===== config.mk =====
export PLATFORM = sky130hd
export DESIGN_NAME = ssb_sequencer
export DESIGN_NICKNAME = d
export VERILOG_FILES = /design/src/ssb_pkg.sv /design/src/ssb_tick_div.sv /design/src/ssb_sequencer.sv
export SDC_FILE = /design/constraint.sdc
export NUM_CORES = 1
export LEC_CHECK = 0
export ABC_CLOCK_PERIOD_IN_PS = 4600
export BUFFER_PORTS_ARGS = -buffer_cell sky130_fd_sc_hd__buf_2
export CAP_MARGIN = 10
export CORE_MARGIN = 1.5
export CORE_UTILIZATION = 35
export CTS_CLUSTER_SIZE = 25
export DETAILED_ROUTE_END_ITERATION = 12
export REMOVE_ABC_BUFFERS = 1
export SLEW_MARGIN = 20
export SYNTH_ARGS = -nofsm -noshare
export SYNTH_HDL_FRONTEND = slang
export SYNTH_HIERARCHICAL = 1
export SYNTH_SLANG_ARGS = --single-unit

===== constraint.sdc =====
create_clock -name clk -period 4.6 [get_ports clk]
set_input_delay 0.46 -clock clk [delete_from_list [all_inputs] [get_ports clk]]
set_output_delay 0.46 -clock clk [all_outputs]
set_load 0.1 [all_outputs]

===== src/ssb_pkg.sv =====
// Constants, types and register map of the stop and brake sequencer.
package ssb_pkg;

  localparam int CLK_HZ = 125000000;
  localparam int TICK_MS = 10;
  localparam int TICK_CYCLES = CLK_HZ / 1000 * TICK_MS;

  localparam logic [7:0] ADDR_CTRL = 8'h00;
  localparam logic [7:0] ADDR_STOP_DELAY = 8'h04;
  localparam logic [7:0] ADDR_SPEED_THR = 8'h08;
  localparam logic [7:0] ADDR_TIMEOUT = 8'h0c;
  localparam logic [7:0] ADDR_MAX_SPEED = 8'h10;
  localparam logic [7:0] ADDR_OTHER_OUT = 8'h14;
  localparam logic [7:0] ADDR_STATUS = 8'h18;

  localparam int CTRL_STOP_MODE_LSB = 0;
  localparam int CTRL_SEQ_DIS_BIT = 2;
  localparam int CTRL_TERM_LSB = 4;

  localparam logic [1:0] STOP_MODE_RESET = 2'h2;
  localparam logic [1:0] TERM_SEL_RESET = 2'h0;
  localparam logic [5:0] STOP_DELAY_RESET = 6'h00;
  localparam logic [5:0] STOP_DELAY_MAX = 6'h32;
  localparam logic [13:0] SPEED_THR_RESET = 14'h0064;
  localparam logic [13:0] SPEED_THR_MAX = 14'h2710;
  localparam logic [6:0] TIMEOUT_RESET = 7'h32;
  localparam logic [6:0] TIMEOUT_MIN = 7'h0a;
  localparam logic [6:0] TIMEOUT_MAX = 7'h64;
  localparam logic [13:0] MAX_SPEED_RESET = 14'h0bb8;
  localparam logic [13:0] CRAWL_SPEED_RESET = 14'h000a;

  typedef enum logic [1:0] {
    ST_OFF,
    ST_ON,
    ST_STOP_STILL,
    ST_STOP_MOVING
  } ssb_state_t;

  typedef struct packed {
    logic psel;
    logic penable;
    logic pwrite;
    logic [7:0] paddr;
    logic [31:0] pwdata;
  } ssb_apb_req_t;

endpackage


===== src/ssb_tick_div.sv =====
// Divider that gives one enable pulse per sequencing time step.
`timescale 1ns/10ps
module ssb_tick_div #(
  parameter int DIV = 1250000
) (
  input wire logic clk,  // System clock.
  input wire logic srst,  // Synchronous reset, active high.
  input wire logic clr,  // Restarts the step from zero.
  output logic tick  // One-cycle pulse at the end of each step.
);

  typedef struct packed {
    logic [31:0] cnt;
    logic tick;
  } ssb_div_state_t;

  ssb_div_state_t r;
  ssb_div_state_t n;

  initial
  begin
    if (DIV < 2)
    begin
      $error("ssb_tick_div: DIV must be at least 2");
    end
  end

  always_comb
  begin
    n = r;
    n.tick = 1'b0;
    if (clr)
    begin
      n.cnt = 32'h0;
    end
    else if (r.cnt == 32'(DIV - 1))
    begin
      n.cnt = 32'h0;
      n.tick = 1'b1;
    end
    else
    begin
      n.cnt = r.cnt + 32'h1;
    end
  end

  always_ff @(posedge clk)
  begin
    if (srst)
    begin
      r <= '0;
    end
    else
    begin
      r <= n;
    end
  end

  assign tick = r.tick;

endmodule


===== src/ssb_sequencer.sv =====
// Stop method and holding-brake sequencer with its APB register file.
//
// Added by the designer: the APB register port and the address map.
`timescale 1ns/10ps
module ssb_sequencer #(
  parameter int TICK_CYCLES = ssb_pkg::TICK_CYCLES,
  parameter logic [13:0] CRAWL_SPEED = ssb_pkg::CRAWL_SPEED_RESET
) (
  input wire logic clk,  // System clock, 125 MHz.
  input wire logic srst,  // Synchronous reset, active high.
  input ssb_pkg::ssb_apb_req_t apbReq,  // APB request group.
  output logic pready,  // APB ready, always high.
  output logic [31:0] prdata,  // APB read data.
  output logic pslverr,  // APB error on unmapped address.
  input wire logic servoOnCmd,  // Host servo-on request pulse.
  input wire logic servoOffCmd,  // Host servo-off request pulse.
  input wire logic alarmPin,  // Servo alarm, asynchronous level.
  input wire logic powerLossPin,  // Control and main power gone.
  input wire logic [13:0] motorSpeed,  // Absolute motor speed, r/min.
  output logic driveEnable,  // Motor output stage enabled.
  output logic dynBrakeOn,  // Dynamic brake engaged.
  output logic brakeRelease_n,  // Low releases the holding brake.
  output logic [2:0] outCircuit_n  // Output circuits 1..3, low is on.
);

  // All state lives in one packed struct: register file, stop sequence and
  // pin synchronisers. A stop that starts in motion in mode 0 or 1 records in dbUsed that
  // it braked, because by the time the motor rests the speed no longer
  // tells whether the dynamic brake must stay engaged.
  typedef struct packed {
    ssb_pkg::ssb_state_t st;
    logic drive;
    logic db;
    logic brk;
    logic dbUsed;
    logic [6:0] cnt;
    logic [1:0] stopMode;
    logic seqDis;
    logic [1:0] termSel;
    logic [5:0] dlyReg;
    logic [13:0] thrReg;
    logic [6:0] tmoReg;
    logic [13:0] maxSpd;
    logic [2:0] otherReg;
    logic [1:0] alarmSync;
    logic [1:0] pwrSync;
    logic [31:0] rdata;
  } ssb_seq_state_t;

  ssb_seq_state_t r;
  ssb_seq_state_t n;
  logic tick;
  logic tickClr;
  logic alarm;
  logic pwrLoss;
  logic moving;
  logic offEvent;
  logic [13:0] effThr;
  logic mapped;
  logic wrEn;
  logic rdSetup;
  logic [31:0] rdVal;
  logic [2:0] circuitOn;
  logic belowThr;
  logic hardCut;
  logic [6:0] stepNext;

  initial
  begin
    if (TICK_CYCLES < 2)
    begin
      $error("ssb_sequencer: TICK_CYCLES must be at least 2");
    end
    // A crawl limit at the top of the speed range would class every
    // stop as still, so the stop method could never brake.
    if (CRAWL_SPEED >= ssb_pkg::SPEED_THR_MAX)
    begin
      $error("ssb_sequencer: CRAWL_SPEED is out of range");
    end
  end

  ssb_tick_div #(
    .DIV(TICK_CYCLES)
  ) u_tick (
    .clk(clk),
    .srst(srst),
    .clr(tickClr),
    .tick(tick)
  );

  // Only the second stage of each pin synchroniser is read.
  assign alarm = r.alarmSync[1];
  assign pwrLoss = r.pwrSync[1];
  // A crawling motor counts as still, so no braking energy is expected.
  assign moving = motorSpeed > CRAWL_SPEED;
  assign offEvent = servoOffCmd | alarm | pwrLoss;
  // Alarm and power loss skip the stop delay of a still stop; the axis may sag meanwhile.
  assign hardCut = alarm | pwrLoss;
  assign belowThr = motorSpeed < effThr;
  assign stepNext = r.cnt + 7'h1;

  always_comb
  begin
    effThr = r.thrReg;
    if (r.thrReg > r.maxSpd)
    begin
      effThr = r.maxSpd;
    end
  end

  assign mapped = (apbReq.paddr == ssb_pkg::ADDR_CTRL) ||
                  (apbReq.paddr == ssb_pkg::ADDR_STOP_DELAY) ||
                  (apbReq.paddr == ssb_pkg::ADDR_SPEED_THR) ||
                  (apbReq.paddr == ssb_pkg::ADDR_TIMEOUT) ||
                  (apbReq.paddr == ssb_pkg::ADDR_MAX_SPEED) ||
                  (apbReq.paddr == ssb_pkg::ADDR_OTHER_OUT) ||
                  (apbReq.paddr == ssb_pkg::ADDR_STATUS);
  assign wrEn = apbReq.psel & apbReq.penable & apbReq.pwrite & mapped;
  assign rdSetup = apbReq.psel & ~apbReq.penable & ~apbReq.pwrite;
  assign pready = 1'b1;
  assign pslverr = apbReq.psel & apbReq.penable & ~mapped;
  assign prdata = r.rdata;

  always_comb
  begin
    rdVal = 32'h0;
    case (apbReq.paddr)
      ssb_pkg::ADDR_CTRL:
      begin
        rdVal[ssb_pkg::CTRL_STOP_MODE_LSB +: 2] = r.stopMode;
        rdVal[ssb_pkg::CTRL_SEQ_DIS_BIT] = r.seqDis;
        rdVal[ssb_pkg::CTRL_TERM_LSB +: 2] = r.termSel;
      end
      ssb_pkg::ADDR_STOP_DELAY: rdVal[5:0] = r.dlyReg;
      ssb_pkg::ADDR_SPEED_THR: rdVal[13:0] = r.thrReg;
      ssb_pkg::ADDR_TIMEOUT: rdVal[6:0] = r.tmoReg;
      ssb_pkg::ADDR_MAX_SPEED: rdVal[13:0] = r.maxSpd;
      ssb_pkg::ADDR_OTHER_OUT: rdVal[2:0] = r.otherReg;
      ssb_pkg::ADDR_STATUS:
      begin
        rdVal[1:0] = r.st;
        rdVal[2] = r.drive;
        rdVal[3] = r.db;
        rdVal[4] = r.brk;
        rdVal[5] = alarm;
        rdVal[6] = pwrLoss;
        rdVal[14:8] = r.cnt;
      end
      default: rdVal = 32'h0;
    endcase
  end

  always_comb
  begin
    n = r;
    tickClr = 1'b0;
    n.alarmSync = {r.alarmSync[0], alarmPin};
    n.pwrSync = {r.pwrSync[0], powerLossPin};
    if (rdSetup)
    begin
      n.rdata = rdVal;
    end
    if (wrEn)
    begin
      case (apbReq.paddr)
        ssb_pkg::ADDR_CTRL:
        begin
          n.stopMode = apbReq.pwdata[ssb_pkg::CTRL_STOP_MODE_LSB +: 2];
          n.seqDis = apbReq.pwdata[ssb_pkg::CTRL_SEQ_DIS_BIT];
          n.termSel = apbReq.pwdata[ssb_pkg::CTRL_TERM_LSB +: 2];
        end
        ssb_pkg::ADDR_STOP_DELAY:
        begin
          if (apbReq.pwdata > 32'(ssb_pkg::STOP_DELAY_MAX))
          begin
            n.dlyReg = ssb_pkg::STOP_DELAY_MAX;
          end
          else
          begin
            n.dlyReg = apbReq.pwdata[5:0];
          end
        end
        ssb_pkg::ADDR_SPEED_THR:
        begin
          if (apbReq.pwdata > 32'(ssb_pkg::SPEED_THR_MAX))
          begin
            n.thrReg = ssb_pkg::SPEED_THR_MAX;
          end
          else
          begin
            n.thrReg = apbReq.pwdata[13:0];
          end
        end
        ssb_pkg::ADDR_TIMEOUT:
        begin
          if (apbReq.pwdata < 32'(ssb_pkg::TIMEOUT_MIN))
          begin
            n.tmoReg = ssb_pkg::TIMEOUT_MIN;
          end
          else if (apbReq.pwdata > 32'(ssb_pkg::TIMEOUT_MAX))
          begin
            n.tmoReg = ssb_pkg::TIMEOUT_MAX;
          end
          else
          begin
            n.tmoReg = apbReq.pwdata[6:0];
          end
        end
        ssb_pkg::ADDR_MAX_SPEED: n.maxSpd = apbReq.pwdata[13:0];
        ssb_pkg::ADDR_OTHER_OUT: n.otherReg = apbReq.pwdata[2:0];
        default: n.maxSpd = r.maxSpd;
      endcase
    end

    case (r.st)
      ssb_pkg::ST_OFF:
      begin
        n.drive = 1'b0;
        n.brk = 1'b0;
        if (servoOnCmd & ~offEvent)
        begin
          n.st = ssb_pkg::ST_ON;
          n.drive = 1'b1;
          n.brk = 1'b1;
          n.dbUsed = 1'b0;
        end
      end
      ssb_pkg::ST_ON:
      begin
        if (offEvent)
        begin
          // Restart the step divider so the first step is a full period.
          tickClr = 1'b1;
          n.cnt = 7'h0;
          // Modes 2 and 3 and a still motor get the dynamic brake only on power loss.
          n.dbUsed = moving & ~r.stopMode[1];
          if (r.seqDis)
          begin
            n.st = ssb_pkg::ST_OFF;
            n.drive = 1'b0;
            n.brk = 1'b0;
          end
          else if (moving)
          begin
            n.st = ssb_pkg::ST_STOP_MOVING;
            n.drive = 1'b0;
          end
          else
          begin
            n.brk = 1'b0;
            if (hardCut | (r.dlyReg == 6'h0))
            begin
              n.st = ssb_pkg::ST_OFF;
              n.drive = 1'b0;
            end
            else
            begin
              n.st = ssb_pkg::ST_STOP_STILL;
            end
          end
        end
      end
      ssb_pkg::ST_STOP_STILL:
      begin
        n.brk = 1'b0;
        if (tick)
        begin
          n.cnt = stepNext;
        end
        if (hardCut | (tick & (stepNext >= {1'b0, r.dlyReg})))
        begin
          n.st = ssb_pkg::ST_OFF;
          n.drive = 1'b0;
        end
      end
      ssb_pkg::ST_STOP_MOVING:
      begin
        n.drive = 1'b0;
        if (tick)
        begin
          n.cnt = stepNext;
        end
        // Whichever comes first, slow speed or timeout, applies the brake.
        if (belowThr | (tick & (stepNext >= r.tmoReg)))
        begin
          n.st = ssb_pkg::ST_OFF;
          n.brk = 1'b0;
        end
      end
      default:
      begin
        n.st = ssb_pkg::ST_OFF;
        n.drive = 1'b0;
        n.brk = 1'b0;
      end
    endcase

    // Mode 1 drops the brake once the motor is still; mode 0 keeps it.
    if (n.st == ssb_pkg::ST_ON)
    begin
      n.db = 1'b0;
    end
    else if (pwrLoss)
    begin
      n.db = 1'b1;
    end
    else
    begin
      n.db = n.dbUsed & ((r.stopMode == 2'h0) | moving);
    end
  end

  always_ff @(posedge clk)
  begin
    if (srst)
    begin
      r <= '0;
      r.st <= ssb_pkg::ST_OFF;
      r.stopMode <= ssb_pkg::STOP_MODE_RESET;
      r.termSel <= ssb_pkg::TERM_SEL_RESET;
      r.dlyReg <= ssb_pkg::STOP_DELAY_RESET;
      r.thrReg <= ssb_pkg::SPEED_THR_RESET;
      r.tmoReg <= ssb_pkg::TIMEOUT_RESET;
      r.maxSpd <= ssb_pkg::MAX_SPEED_RESET;
    end
    else
    begin
      r <= n;
    end
  end

  // Each circuit is the OR of its other signal and the brake signal when termSel selects it.
  always_comb
  begin
    for (int i = 0; i < 3; i++)
    begin
      circuitOn[i] = r.otherReg[i] |
                     (r.brk & (r.termSel == 2'(i + 1)));
    end
  end

  assign outCircuit_n = ~circuitOn;
  assign brakeRelease_n = ~r.brk;
  assign driveEnable = r.drive;
  assign dynBrakeOn = r.db;

endmodule


==> results.py <==
metrics = {
    "run_status": {
        "outcome": "finished, final reports clean",
    },
    "setup_path": {
        "path_cells": "inv_1, ha_1, nand4_1, nor3_1, o41ai_1, a31oi_2, buf_4, mux2i_1, ha_1, a211oi_1, o21ai_0, a211oi_1, o221ai_1, a211oi_1, a211oi_1",
        "cpMostUsedCell": "a211oi_1",
        "max_stage_delay_ns": 0.38,
        "critical_path.top_delay_family": "compound AO/OA/AOI/OAI gates",
        "cp-start-kind": "register",
        "crit_path_max_fanout": 6,
        "slowest_stage": "a31oi_2",
        "end_kind": "register",
        "cp-startpoint": "r[52]$_SDFFE_PP0P_",
        "cp_data_required_time_ns": 4.90,
        "worstSetupPathType": "register to register",
        "path_buf_inv": 2,
        "r2r_start": "r[52]$_SDFFE_PP0P_",
        "arrival_ns": 4.12,
    },
    "cts": {
        "clockBufferDepth": 2,
        "ctsHoldBuffers": 0,
        "cts_resized": 0,
        "clk_latency_ns": 0.44,
        "clkSlewWorstSetupHoldPaths_ns": 0.06,
        "cts_setup_buffers": 0,
        "cts_made_buffers": 17,
        "htreeDepth": 4,
        "cts.sinks": 114,
        "cts-root-buf": "clkbuf_16",
        "cts_tree": "done",
    },
    "timing": {
        "maxSlewHeadroom_pct": 43.35,
        "rsz0062_at_grt": "no",
        "setup_viol": 0,
        "skew_ns": 0.01559,
        "hold_violations": 0,
        "max_slew.worst_pin.slew_ns": 0.8467,
        "fmax_mhz": 261.8,
        "min_period_over_period_pct": 83.04,
        "slew_viol_final": 0,
        "setup-tns-final_ns": 0,
        "period_needed_ns": 3.820,
    },
    "hold_path": {
        "min-delay-path-class": "input port to register",
        "holdCritStartpoint": "powerLossPin",
    },
    "final_layout": {
        "area_growth_pct": 14.96,
        "multi_input_comb_area_mm2": 0.004151,
        "fillers": 2024,
        "fin_nets": 1007,
        "utilization_pct": 41.07,
        "regArea_mm2": 0.002282,
        "diodes": 0,
        "drive_gt1_share_pct": 16.28,
    },
    "yosys": {
        "synth_area_mm2": 0.006975,
        "yosysTopAreaCellShare_pct": 32.72,
        "synth_common_cells": "114 x dfxtp_1, 88 x nor2_1, 68 x nand2_1",
        "yosysSeqAreaShare_pct": 32.72,
        "synth.area.top_cells": "dfxtp_1 33%, ha_1 7.5%, a21oi_1 4.7%",
        "syn-mean-instance-area_um2": 8.158,
        "yosysTopAreaCell": "dfxtp_1",
        "synth_seq_cells": 114,
        "synth_cell_type_count": 76,
        "syn_inst": 855,
        "yosysMostFrequentCell": "dfxtp_1",
        "yosysWarnings": 6,
        "synth_edf_count": 0,
        "synthArstFlopShare_pct": 0,
        "yosys_most_used_dff": "dfxtp_1",
    },
    "global_route": {
        "grtUsageMet1_pct": 26.11,
        "grt_busiest_layer": "met2",
        "grt_pass1_wl_mm": 31.48,
        "grt_overflow_total": 0,
        "grt_util_met2_pct": 30.82,
        "grt_max_degree": 43,
        "grtUsageMet3_pct": 4.967,
        "gr-usage-all-layers_pct": 19.73,
        "antenna_found_initial": 0,
        "first_global_vias": 5876,
    },
    "detailed_routing": {
        "drcViolationCount": 0,
        "drt-pass1-iter-count": 5,
        "vias_per_cell": 5.478,
        "vias": 6464,
        "antenna_left": 0,
        "wire_per_inst_um": 16.87,
        "drt_iter0_drc": 490,
        "drt-total-wl_mm": 19.90,
    },
    "die": {
        "core_mm2": 0.01953,
        "die_width_um": 144.2,
        "dieArea_mm2": 0.02079,
        "rows": 51,
        "start_util_pct": 35.72,
        "ios": 103,
        "die_h_um": 144.2,
    },
    "power_and_ir_drop": {
        "cellPowerDensity_mw_per_mm2": 327.3,
        "p_sw_mw": 0.7139,
        "comb_power_share_pct": 9.5,
        "clkPwrFrac_pct": 52.1,
        "max-vdd-ir-drop_mv": 0.2606,
        "p_sw_share_pct": 27.20,
        "leakage_nw": 3.033,
        "p_int_mw": 1.911,
        "pwr-share-seq_pct": 38.4,
    },
    "flow_run": {
        "max-cap-violations": 0,
    },
    "placed_design": {
        "dp_hpwl_mm": 14.54,
        "place.port_buffers": 84,
        "place_congestion": 0.8888,
    },
}
==> flip-flops by register name, indices dropped and copies added (netlist names) <==
| signal | count |
|---|---|
| alarm | 1 |
| driveEnable | 1 |
| dynBrakeOn | 1 |
| n | 2 |
| prdata | 15 |
| pwrLoss | 1 |
| r | 60 |
| u_tick/r | 32 |
| u_tick/tick | 1 |
==> cells in the final DEF (no fill, tap or decap), types with 10 or more instances in the layout <==
cell type,instances
nor4_1,11
dfxtp_1,114
nand2_1,68
a211oi_1,13
inv_1,48
conb_1,18
mux2i_1,28
xnor2_1,15
o21ai_0,33
a22oi_1,17
nor2_1,88
a21oi_1,66
nor3_1,21
nand3_1,35
clkbuf_16,17
buf_2,84
a221oi_1,10
ha_1,42
or3_1,12
nand4_1,16
==> metrics by stage <==
stage	cells	hold WS [ns]	power, mW	cell area (um^2)	setup WS, ns
global placement	1148	0.4210	1.275	7411	0.9716
floorplan	793	0.4138	1.179	6594	1.044
finish	1180	0.2448	2.625	8019	0.7804
detailed placement	1148	0.4239	1.275	7411	0.9042
CTS	1180	0.2417	2.649	8019	0.8594
global route	1180	0.2384	2.713	8019	0.4322
==> worst reg2reg max path, delay by kind of cell, from the launching register on <==
| kind | cells | cell delay, ns |
|---|---|---|
| AOI/OAI and AO/OA | 8 | 1.74 |
| adders and majority gates | 2 | 0.58 |
| buffers and inverters | 2 | 0.30 |
| DFF | 1 | 0.37 |
| muxes | 1 | 0.20 |
| and+or+nand+nor | 2 | 0.49 |
==> logic make-up after synthesis <==
| kind of cell | after synthesis | share of synthesized area, % |
|---|---|---|
| other | 2 | 0.1077 |
| muxes | 31 | 4.664 |
| DFF | 114 | 32.72 |
| buffers and inverters | 126 | 8.915 |
| adders and majority gates | 42 | 7.534 |
| AOI/OAI and AO/OA | 201 | 19.26 |
| and+or+nand+nor | 321 | 24.54 |
| xor gates and xnor gates | 18 | 2.260 |
==> power groups by stage <==
stage	clock network, mW	registers, mW	logic [mW]
5_1_grt	1.44	1.01	0.265
6_report	1.37	1.01	0.249
2_1_floorplan	0	1.04	0.139
4_1_cts	1.40	1.01	0.247
3_3_place_gp	0	1.03	0.246
3_5_place_dp	0	1.03	0.247
==> layout make-up <==
cell class / instances / share of cell area (%)
Sequential cell: 114 / 28.46
Inverter: 48 / 2.247
Clock inverter: 15 / 2.278
Timing Repair Buffer: 90 / 5.804
Multi-Input combinational cell: 631 / 51.77
Clock buffer: 17 / 5.305
Tap cell: 265 / 4.135
==> path summary, 6_finish.rpt <==
path,end,slack [ns],cells after the start
worst max-delay path,r[93]$_SDFFE_PP0P_,0.78,15
worst max register to register,r[93]$_SDFFE_PP0P_,0.78,15
worst min-delay path,n[33]$_SDFF_PP0_,0.24,2
worst min register to register,pwrLoss$_SDFF_PP0_,0.44,1
==> metal layers <==
layer	part of all wire [%]	wire, um	vias up
met4	2.5	504	0
met5	0	0	-
met2	45	8943	223
met1	46	9120	3036
met3	6.7	1335	39
li1	-	-	3166
Note: power is estimated with default switching activity, not from simulation.
